### src/common/acc_pkg.sv
// acc_pkg: constants, types and decode functions of the agp command register block
// assumes: one 40 MHz clock; used by the register bank and the operation gate
`default_nettype none
package acc_pkg;
   // ==========================================================
   // register map
   localparam logic [7:0] ACC_CMD_ADDR = 8'hA8;
   localparam logic [31:0] ACC_CMD_RST_V2 = 32'h00000000;
   localparam logic [31:0] ACC_CMD_RST_V3 = 32'h00000A00;
   localparam logic [31:0] ACC_CMD_WMASK = 32'h00001F17;
   localparam int ACC_CAL_LSB = 10;
   localparam int ACC_CAL_MSB = 12;
   localparam int ACC_SBA_BIT = 9;
   localparam int ACC_EN_BIT = 8;
   localparam int ACC_FW_BIT = 4;
   localparam int ACC_RATE_MSB = 2;
   localparam logic [2:0] ACC_CAL_NONE = 3'h7;
   localparam logic [1:0] ACC_RESP_OKAY = 2'h0;
   localparam logic [1:0] ACC_RESP_SLVERR = 2'h2;
   // ==========================================================
   // timing
   localparam int ACC_CLK_PERIOD_NS = 25;
   localparam int ACC_CAL_UNIT_MS = 4;
   localparam int ACC_CAL_UNIT_CYC = ACC_CAL_UNIT_MS * 1000000 / ACC_CLK_PERIOD_NS;
   localparam int ACC_SYNC_STAGES = 3;
   // ==========================================================
   // types and decoders
   typedef enum logic [3:0] {
      ACC_RATE_1X = 4'h1,
      ACC_RATE_4X = 4'h2,
      ACC_RATE_8X = 4'h4,
      ACC_RATE_BAD = 4'h8
   } acc_rate_t;

   function automatic acc_rate_t acc_rate_decode(input logic v3, input logic [2:0] sel);
      acc_rate_t r;
      r = ACC_RATE_BAD;
      case (sel)
         3'h1: r = v3 ? ACC_RATE_4X : ACC_RATE_1X;
         3'h2: r = v3 ? ACC_RATE_8X : ACC_RATE_BAD;
         3'h4: r = v3 ? ACC_RATE_BAD : ACC_RATE_4X;
         default: r = ACC_RATE_BAD;
      endcase
      return r;
   endfunction

   // number of 4 ms units per calibration period, zero for none
   function automatic logic [6:0] acc_cal_units(input logic [2:0] code);
      logic [6:0] u;
      u = 7'h00;
      case (code)
         3'h0: u = 7'h01;
         3'h1: u = 7'h04;
         3'h2: u = 7'h10;
         3'h3: u = 7'h40;
         default: u = 7'h00;
      endcase
      return u;
   endfunction
endpackage
`default_nettype wire

### src/common/acc_ctl_if.sv
// acc_ctl_if: enables passed from the command register to the operation gate
// assumes: both ends on aclk
`default_nettype none
interface acc_ctl_if;
   logic agp_enable;
   logic sideband_enable;
   logic rate_is_1x;
   modport ctl (output agp_enable, output sideband_enable, output rate_is_1x);
   modport gate (input agp_enable, input sideband_enable, input rate_is_1x);
endinterface
`default_nettype wire

### src/core/acc_op_gate.sv
// acc_op_gate: admits or ignores agp operations according to the command enables
// assumes: request inputs come from logic on aclk; op_done pulses once per finished operation
`default_nettype none
module acc_op_gate
   import acc_pkg::*;
#(
   parameter int INFLIGHT_W = 6
)
(
   input wire logic aclk,
   input wire logic aresetn,
   input wire logic clk_en,
   acc_ctl_if.gate ctl,
   input wire logic pipe_req,
   input wire logic sync_req,
   input wire logic sba_frag_valid,
   input wire logic sba_frag_last,
   input wire logic op_done,
   output logic pipe_accept,
   output logic sync_accept,
   output logic sba_frag_accept,
   output logic sba_issue,
   output logic servicing
);
   // ==========================================================
   // admission and in-flight tracking
   logic sba_partial_q;
   logic sba_partial_d;
   logic [INFLIGHT_W-1:0] inflight_q;
   logic [INFLIGHT_W-1:0] inflight_d;
   logic sba_open;
   logic [1:0] inc;
   logic dec;

   always_comb
   begin
      sba_open = ctl.agp_enable & ctl.sideband_enable;
      pipe_accept = clk_en & pipe_req & ctl.agp_enable;
      sync_accept = clk_en & sync_req & ctl.agp_enable;
      // a 1x command already under way finishes even if the enable drops
      sba_frag_accept = clk_en & sba_frag_valid & (sba_open | sba_partial_q);
      sba_issue = sba_frag_accept & sba_frag_last;
      sba_partial_d = sba_partial_q;
      if (sba_frag_accept)
      begin
         sba_partial_d = ~sba_frag_last & ctl.rate_is_1x;
      end
      inc = {1'b0, pipe_accept} + {1'b0, sba_issue};
      dec = op_done & (|inflight_q);
      // no saturation: the far end never has more than 2**INFLIGHT_W-1 open
      inflight_d = inflight_q + INFLIGHT_W'(inc) - INFLIGHT_W'(dec);
      servicing = ctl.agp_enable | (|inflight_q);
   end

   always_ff @(posedge aclk)
   begin
      if (!aresetn)
      begin
         sba_partial_q <= 1'b0;
         inflight_q <= '0;
      end
      else if (clk_en)
      begin
         sba_partial_q <= sba_partial_d;
         inflight_q <= inflight_d;
      end
   end
endmodule
`default_nettype wire

### src/core/acc_command_control.sv
// acc_command_control: agp command register on an axi4-lite slave, with mode latch,
// calibration timer and operation admission
// assumes: axi master on aclk; power_good and the reference comparator are asynchronous pins
//
// Decided for this implementation: the AXI4-Lite register port.
`default_nettype none
module acc_command_control
   import acc_pkg::*;
#(
   parameter int ADDR_W = 8,
   parameter int CAL_UNIT_CYCLES = ACC_CAL_UNIT_CYC,
   parameter int INFLIGHT_W = 6
)
(
   input wire logic aclk,
   input wire logic aresetn,
   input wire logic clk_en,
   input wire logic [ADDR_W-1:0] s_axi_awaddr,
   input wire logic s_axi_awvalid,
   output logic s_axi_awready,
   input wire logic [31:0] s_axi_wdata,
   input wire logic [3:0] s_axi_wstrb,
   input wire logic s_axi_wvalid,
   output logic s_axi_wready,
   output logic [1:0] s_axi_bresp,
   output logic s_axi_bvalid,
   input wire logic s_axi_bready,
   input wire logic [ADDR_W-1:0] s_axi_araddr,
   input wire logic s_axi_arvalid,
   output logic s_axi_arready,
   output logic [31:0] s_axi_rdata,
   output logic [1:0] s_axi_rresp,
   output logic s_axi_rvalid,
   input wire logic s_axi_rready,
   input wire logic power_good,
   input wire logic graphics_reference_voltage,
   input wire logic pipe_req,
   input wire logic sync_req,
   input wire logic sba_frag_valid,
   input wire logic sba_frag_last,
   input wire logic op_done,
   output logic pipe_accept,
   output logic sync_accept,
   output logic sba_frag_accept,
   output logic sba_issue,
   output logic servicing,
   output logic signalling_v3,
   output logic sideband_active,
   output logic fast_write_active,
   output logic [3:0] transfer_rate,
   output logic cal_request
);
   localparam int UW = $clog2(CAL_UNIT_CYCLES + 1);
   localparam int NPIN = 2;

   function automatic logic addr_hit(input logic [ADDR_W-1:0] a);
      return {a[ADDR_W-1:2], 2'b00} == ADDR_W'(ACC_CMD_ADDR);
   endfunction

   // ==========================================================
   // pin synchronisers: a level counts once stages two and three agree
   logic [NPIN-1:0] pin_raw;
   logic [NPIN-1:0] pin_flt;
   assign pin_raw = {power_good, graphics_reference_voltage};

   genvar g;
   for (g = 0; g < NPIN; g++)
   begin : g_sync
      logic [ACC_SYNC_STAGES-1:0] st_q;
      logic [ACC_SYNC_STAGES-1:0] st_d;
      logic flt_q;
      logic flt_d;
      always_comb
      begin
         st_d = {st_q[ACC_SYNC_STAGES-2:0], pin_raw[g]};
         flt_d = (st_q[1] == st_q[2]) ? st_q[2] : flt_q;
      end
      always_ff @(posedge aclk)
      begin
         if (!aresetn)
         begin
            st_q <= '0;
            flt_q <= 1'b0;
         end
         else if (clk_en)
         begin
            st_q <= st_d;
            flt_q <= flt_d;
         end
      end
      assign pin_flt[g] = flt_q;
   end

   // ==========================================================
   // signalling mode: comparator is followed live until power good rises
   logic pg;
   logic vref_v3;
   logic mode_q;
   logic mode_d;
   logic pg_prev_q;
   logic pg_rise;

   always_comb
   begin
      pg = pin_flt[1];
      vref_v3 = pin_flt[0];
      mode_d = pg ? mode_q : vref_v3;
      pg_rise = pg & ~pg_prev_q;
   end

   always_ff @(posedge aclk)
   begin
      if (!aresetn)
      begin
         mode_q <= 1'b0;
         pg_prev_q <= 1'b0;
      end
      else if (clk_en)
      begin
         mode_q <= mode_d;
         pg_prev_q <= pg;
      end
   end

   // ==========================================================
   // axi4-lite write channel
   logic aw_have_q;
   logic aw_have_d;
   logic [ADDR_W-1:0] aw_addr_q;
   logic [ADDR_W-1:0] aw_addr_d;
   logic w_have_q;
   logic w_have_d;
   logic [31:0] w_data_q;
   logic [31:0] w_data_d;
   logic [3:0] w_strb_q;
   logic [3:0] w_strb_d;
   logic bvalid_q;
   logic bvalid_d;
   logic [1:0] bresp_q;
   logic [1:0] bresp_d;
   logic aw_take;
   logic w_take;
   logic do_write;

   always_comb
   begin
      s_axi_awready = clk_en & ~aw_have_q & ~bvalid_q;
      s_axi_wready = clk_en & ~w_have_q & ~bvalid_q;
      aw_take = s_axi_awvalid & s_axi_awready;
      w_take = s_axi_wvalid & s_axi_wready;
      do_write = aw_have_q & w_have_q & ~bvalid_q;
      aw_have_d = aw_have_q | aw_take;
      w_have_d = w_have_q | w_take;
      aw_addr_d = aw_take ? s_axi_awaddr : aw_addr_q;
      w_data_d = w_take ? s_axi_wdata : w_data_q;
      w_strb_d = w_take ? s_axi_wstrb : w_strb_q;
      bvalid_d = bvalid_q & ~s_axi_bready;
      bresp_d = bresp_q;
      if (do_write)
      begin
         aw_have_d = 1'b0;
         w_have_d = 1'b0;
         bvalid_d = 1'b1;
         bresp_d = addr_hit(aw_addr_q) ? ACC_RESP_OKAY : ACC_RESP_SLVERR;
      end
   end

   always_ff @(posedge aclk)
   begin
      if (!aresetn)
      begin
         aw_have_q <= 1'b0;
         aw_addr_q <= '0;
         w_have_q <= 1'b0;
         w_data_q <= '0;
         w_strb_q <= '0;
         bvalid_q <= 1'b0;
         bresp_q <= ACC_RESP_OKAY;
      end
      else if (clk_en)
      begin
         aw_have_q <= aw_have_d;
         aw_addr_q <= aw_addr_d;
         w_have_q <= w_have_d;
         w_data_q <= w_data_d;
         w_strb_q <= w_strb_d;
         bvalid_q <= bvalid_d;
         bresp_q <= bresp_d;
      end
   end

   assign s_axi_bvalid = bvalid_q;
   assign s_axi_bresp = bresp_q;

   // ==========================================================
   // command register
   logic [12:0] cmd_q;
   logic [12:0] cmd_d;
   logic [12:0] wmask;
   logic [31:0] lane_mask;

   always_comb
   begin
      lane_mask = {{8{w_strb_q[3]}}, {8{w_strb_q[2]}}, {8{w_strb_q[1]}}, {8{w_strb_q[0]}}};
      // reserved and read-only bits stay out of the mask, so they hold zero
      wmask = ACC_CMD_WMASK[12:0] & lane_mask[12:0];
      cmd_d = cmd_q;
      if (pg_rise)
      begin
         cmd_d = mode_q ? ACC_CMD_RST_V3[12:0] : ACC_CMD_RST_V2[12:0];
      end
      else if (do_write && addr_hit(aw_addr_q))
      begin
         // every calibration code is stored; software picks a legal one
         cmd_d = (cmd_q & ~wmask) | (w_data_q[12:0] & wmask);
      end
   end

   always_ff @(posedge aclk)
   begin
      if (!aresetn)
      begin
         cmd_q <= ACC_CMD_RST_V2[12:0];
      end
      else if (clk_en)
      begin
         cmd_q <= cmd_d;
      end
   end

   // ==========================================================
   // axi4-lite read channel
   logic rvalid_q;
   logic rvalid_d;
   logic [31:0] rdata_q;
   logic [31:0] rdata_d;
   logic [1:0] rresp_q;
   logic [1:0] rresp_d;
   logic ar_take;

   always_comb
   begin
      s_axi_arready = clk_en & ~rvalid_q;
      ar_take = s_axi_arvalid & s_axi_arready;
      rvalid_d = rvalid_q & ~s_axi_rready;
      rdata_d = rdata_q;
      rresp_d = rresp_q;
      if (ar_take)
      begin
         rvalid_d = 1'b1;
         rdata_d = addr_hit(s_axi_araddr) ? {19'h00000, cmd_q} : 32'h00000000;
         rresp_d = addr_hit(s_axi_araddr) ? ACC_RESP_OKAY : ACC_RESP_SLVERR;
      end
   end

   always_ff @(posedge aclk)
   begin
      if (!aresetn)
      begin
         rvalid_q <= 1'b0;
         rdata_q <= '0;
         rresp_q <= ACC_RESP_OKAY;
      end
      else if (clk_en)
      begin
         rvalid_q <= rvalid_d;
         rdata_q <= rdata_d;
         rresp_q <= rresp_d;
      end
   end

   assign s_axi_rvalid = rvalid_q;
   assign s_axi_rdata = rdata_q;
   assign s_axi_rresp = rresp_q;

   // ==========================================================
   // decoded port controls
   acc_rate_t rate;

   always_comb
   begin
      rate = acc_rate_decode(mode_q, cmd_q[ACC_RATE_MSB:0]);
      signalling_v3 = mode_q;
      sideband_active = mode_q | cmd_q[ACC_SBA_BIT];
      transfer_rate = rate;
      // an illegal rate pattern falls back to plain writes
      fast_write_active = cmd_q[ACC_FW_BIT] & (rate != ACC_RATE_1X) & (rate != ACC_RATE_BAD);
   end

   acc_ctl_if ctl_if();
   assign ctl_if.agp_enable = cmd_q[ACC_EN_BIT];
   assign ctl_if.sideband_enable = sideband_active;
   assign ctl_if.rate_is_1x = (rate == ACC_RATE_1X);

   acc_op_gate #(.INFLIGHT_W(INFLIGHT_W)) u_gate (
      .aclk(aclk),
      .aresetn(aresetn),
      .clk_en(clk_en),
      .ctl(ctl_if.gate),
      .pipe_req(pipe_req),
      .sync_req(sync_req),
      .sba_frag_valid(sba_frag_valid),
      .sba_frag_last(sba_frag_last),
      .op_done(op_done),
      .pipe_accept(pipe_accept),
      .sync_accept(sync_accept),
      .sba_frag_accept(sba_frag_accept),
      .sba_issue(sba_issue),
      .servicing(servicing)
   );

   // ==========================================================
   // calibration timer: counts 4 ms units, restarts whenever the period is off
   logic [UW-1:0] unit_q;
   logic [UW-1:0] unit_d;
   logic [6:0] mult_q;
   logic [6:0] mult_d;
   logic cal_q;
   logic cal_d;
   logic [6:0] units;

   always_comb
   begin
      units = acc_cal_units(cmd_q[ACC_CAL_MSB:ACC_CAL_LSB]);
      unit_d = unit_q + UW'(1);
      mult_d = mult_q;
      cal_d = 1'b0;
      if (units == 7'h00)
      begin
         unit_d = '0;
         mult_d = 7'h00;
      end
      else if (unit_q >= UW'(CAL_UNIT_CYCLES - 1))
      begin
         unit_d = '0;
         mult_d = 7'(mult_q + 7'h01);
         if (7'(mult_q + 7'h01) >= units)
         begin
            mult_d = 7'h00;
            cal_d = 1'b1;
         end
      end
   end

   always_ff @(posedge aclk)
   begin
      if (!aresetn)
      begin
         unit_q <= '0;
         mult_q <= 7'h00;
         cal_q <= 1'b0;
      end
      else if (clk_en)
      begin
         unit_q <= unit_d;
         mult_q <= mult_d;
         cal_q <= cal_d;
      end
   end

   assign cal_request = cal_q;
endmodule
`default_nettype wire

### config.mk
export PLATFORM = sky130hd
export DESIGN_NAME = acc_command_control
export DESIGN_NICKNAME = d
export VERILOG_FILES = /design/src/common/acc_pkg.sv /design/src/common/acc_ctl_if.sv /design/src/core/acc_op_gate.sv /design/src/core/acc_command_control.sv
export SDC_FILE = /design/constraint.sdc
export NUM_CORES = 1
export LEC_CHECK = 0
export ABC_CLOCK_PERIOD_IN_PS = 3600
export BUFFER_PORTS_ARGS = -buffer_cell sky130_fd_sc_hd__buf_2
export CORE_MARGIN = 8
export CORE_UTILIZATION = 52
export DETAILED_ROUTE_END_ITERATION = 8
export PLACE_DENSITY = 0.77
export SYNTH_ARGS = -nofsm -noshare
export SYNTH_HDL_FRONTEND = slang
export SYNTH_SLANG_ARGS = --single-unit
### constraint.sdc
create_clock -name aclk -period 3.6 [get_ports aclk]
set_clock_uncertainty 0.15 [all_clocks]
set_input_delay 1.08 -clock aclk [delete_from_list [all_inputs] [get_ports aclk]]
set_output_delay 1.08 -clock aclk [all_outputs]
set_load 0.02 [all_outputs]
==> metrics.yaml <==
status: "finished, final reports clean"
placed_cell_area_um2: 4530
clock_sinks: 85
avgSynthCellArea_um2: 8.84
post_drt_wl_per_cell_um: 13.5
rows: 33
hpwlAfterDp_um: 6600
worstPathRequired_ns: 2.37
clk_pin_slew_ns: 0.08
critPathKind: "in2out"
fmax_mhz: 314
crit_start: "clk_en"
critPathLaunchType: "primary input"
finalSetupTns_ns: 0
core_area_um2: 8050
holdCritPathClass: "reg2reg"
via_per_inst: 5.12
hp-start: "s_axi_rdata[12]"
antenna_found_initial: 0
layout-drive-gt1-share_pct: 18.7
pin_count: 121
slowest_delay_ns: 0.23
ys_seq_area_share_pct: 40.3
layout_common_cells: "dfxtp_1 (85), buf_2 (70), nand2_1 (62)"
finalMaxSlewViolations: 0
hold_buffers: 0
r2r_cells: 13
ys_async_sr_fraction_pct: 0
dr.pass1.iters: 4
crit_top_cell: "buf_2"
tightest_slew_ns: 0.661
numCtsBuffers: 9
synth-main-ff-cell: "dfxtp_1"
rsz0062_at_grt: "false"
drv_cap: 0
finalHoldViolCount: 0
worst_path_max_delay_cell: "nor2_1"
crit_chain: "buf_2 -> buf_4 -> clkinv_1 -> nor2_1 -> buf_2"
synth_cells: 478
syn_to_final_growth_pct: 11.8
ys_seq_elements: 85
clockBufferDepth: 2
final_nets: 622
io_buffers: 70
cts_resized: 0
wl_um: 8790
power_density_nw_per_um2: 424
gr-total-overflow: 0
yosys_warnings: 0
setup_viol: 0
start_util_pct: 52.5
vias: 3330
cts_setup_buffers: 0
post-route-drc-count: 0
hold_depth: 2
htreeDepth: 3
fp.dieW_um: 106
drt_iter0_drc: 153
period_minus_slack_ns: 3.19
fill_cells: 730
ir_drop_v: 0.000322
reg2reg_from: "signalling_v3"
fin_crit_sh_pct: 88.5
fin_area_um2: 4720
crit_fanout: 13
globalplace.congestion: 0.813
ys_types: 60
layout_commonest_cell: "dfxtp_1"
maxSlewHeadroom_pct: 55.3
antenna_left: 0
cts_tree: "done"
arrival_ns: 1.96
leakage_uw: 0.00208
grt_usage_pct: 15.6
diodes: 0
cts_root_buf: "clkbuf_8"
grt_pass1_vias: 3176
die_area_um2: 11300
end_kind: "output port"
die_h_um: 106
grt_max_degree: 43
worst_skew_pair.late_latency_ns: 0.35
synth_edf_count: 0
grt_pass1_wl_um: 14600
synth_area_um2: 4220
==> per-layer routing <==
metal  up-vias  GRT usage, %  routed length [um]
met5         -             0                   0
met1      1532          18.6                3980
met3        10          5.44                 512
met2        76          25.7                4200
met4         0          4.82                 101
li1       1712             -                   -
==> worst paths after layout <==
path / end / slack (ns)
worst max-delay path: s_axi_arready / 0.41
worst min-delay path: s_axi_rdata[12] / 0.31
worst max register to register: u_gate.inflight_q[5] / 0.77
worst min register to register: s_axi_rdata[12] / 0.31
==> state kept, by name, summed over array words and instances, names as in the netlist, 2 cells and up <==
name and count:
g_sync.flt_q 2, g_sync.st_q 6, u_gate.inflight_q 6, unit_q 18, cmd_q 9, w_strb_q 2, mult_q 7, w_data_q 9
s_axi_rdata 10, aw_addr_q 6
==> worst max-delay path: cells and delay by family <==
kind | cells | cell delay (ns)
buffers and inverters | 4 | 0.64
and+or+nand+nor | 1 | 0.23
==> cell usage after synthesis, types with 2 or more instances <==
cell type | n | share of area, %
nor4b_1 | 2 | 0.41
inv_1 | 12 | 1.1
and3_1 | 7 | 1.0
dfxtp_1 | 85 | 40
nor2_1 | 38 | 3.4
nand3b_1 | 2 | 0.36
mux2i_1 | 15 | 3.6
a22o_1 | 6 | 1.2
buf_2 | 3 | 0.36
a22oi_1 | 8 | 1.4
nor3_1 | 2 | 0.24
ha_1 | 13 | 3.9
nor2b_1 | 30 | 4.4
o211a_1 | 4 | 0.95
or3_1 | 2 | 0.30
nand2_1 | 62 | 5.5
a31oi_1 | 2 | 0.30
buf_6 | 3 | 0.80
buf_4 | 25 | 4.4
clkbuf_1 | 13 | 1.2
fa_1 | 2 | 0.95
a21oi_1 | 9 | 1.1
nand2b_1 | 5 | 0.74
nand3_2 | 2 | 0.47
nand3_1 | 18 | 2.1
xnor2_1 | 9 | 1.9
a21boi_0 | 26 | 4.6
and2_1 | 5 | 0.74
nor3b_1 | 3 | 0.53
nor4_1 | 5 | 0.74
xor2_1 | 14 | 2.9
a21o_1 | 3 | 0.53
or3b_2 | 2 | 0.41
nand4_1 | 5 | 0.74
o21ai_0 | 11 | 1.3
==> cells by family (layout without fill, tap and decap cells) <==
group	count (synthesis)	count (layout)	synth area share, %
simple gates	202	202	24.7
flops	85	85	40.3
compound gates	79	79	13.6
buf+inv	57	104	7.91
xor+xnor	23	23	4.77
mux	16	16	3.82
fa+ha+maj	15	15	4.80
other cells	1	21	0.0888
==> cell type report <==
cell class,count,area [um^2],area share [%]
Multi-Input combinational cell,356,2260,47.9
Sequential cell,85,1700,36.0
Timing Repair Buffer,75,388,8.21
Clock buffer,11,141,2.99
Tap cell,105,131,2.78
Clock inverter,5,50.0,1.06
Inverter,13,48.8,1.03
==> where the power goes <==
part	switching, uW	total [uW]	internal [uW]	leakage (uW)
clock network	322	657	335	0.000103
registers	25.1	1000	975	0.000689
logic	194	347	152	0.00129
==> per-stage QoR <==
| step | hold WS (ns) | cells | total power (uW) | util (%) | setup WS, ns |
|---|---|---|---|---|---|
| after floorplan | 0.293 | 498 | 1300 | - | 0.142 |
| after global placement | 0.298 | 634 | 1350 | 56.3 | 0.307 |
| after detailed placement | 0.305 | 634 | 1370 | 56.3 | 0.252 |
| after CTS | 0.315 | 650 | 2020 | 58.7 | 0.403 |
| after global routing | 0.338 | 650 | 2100 | 58.7 | 0.357 |
| final | 0.310 | 650 | 2000 | 58.7 | 0.414 |
No activity file was read; power rests on OpenSTA's default activity.
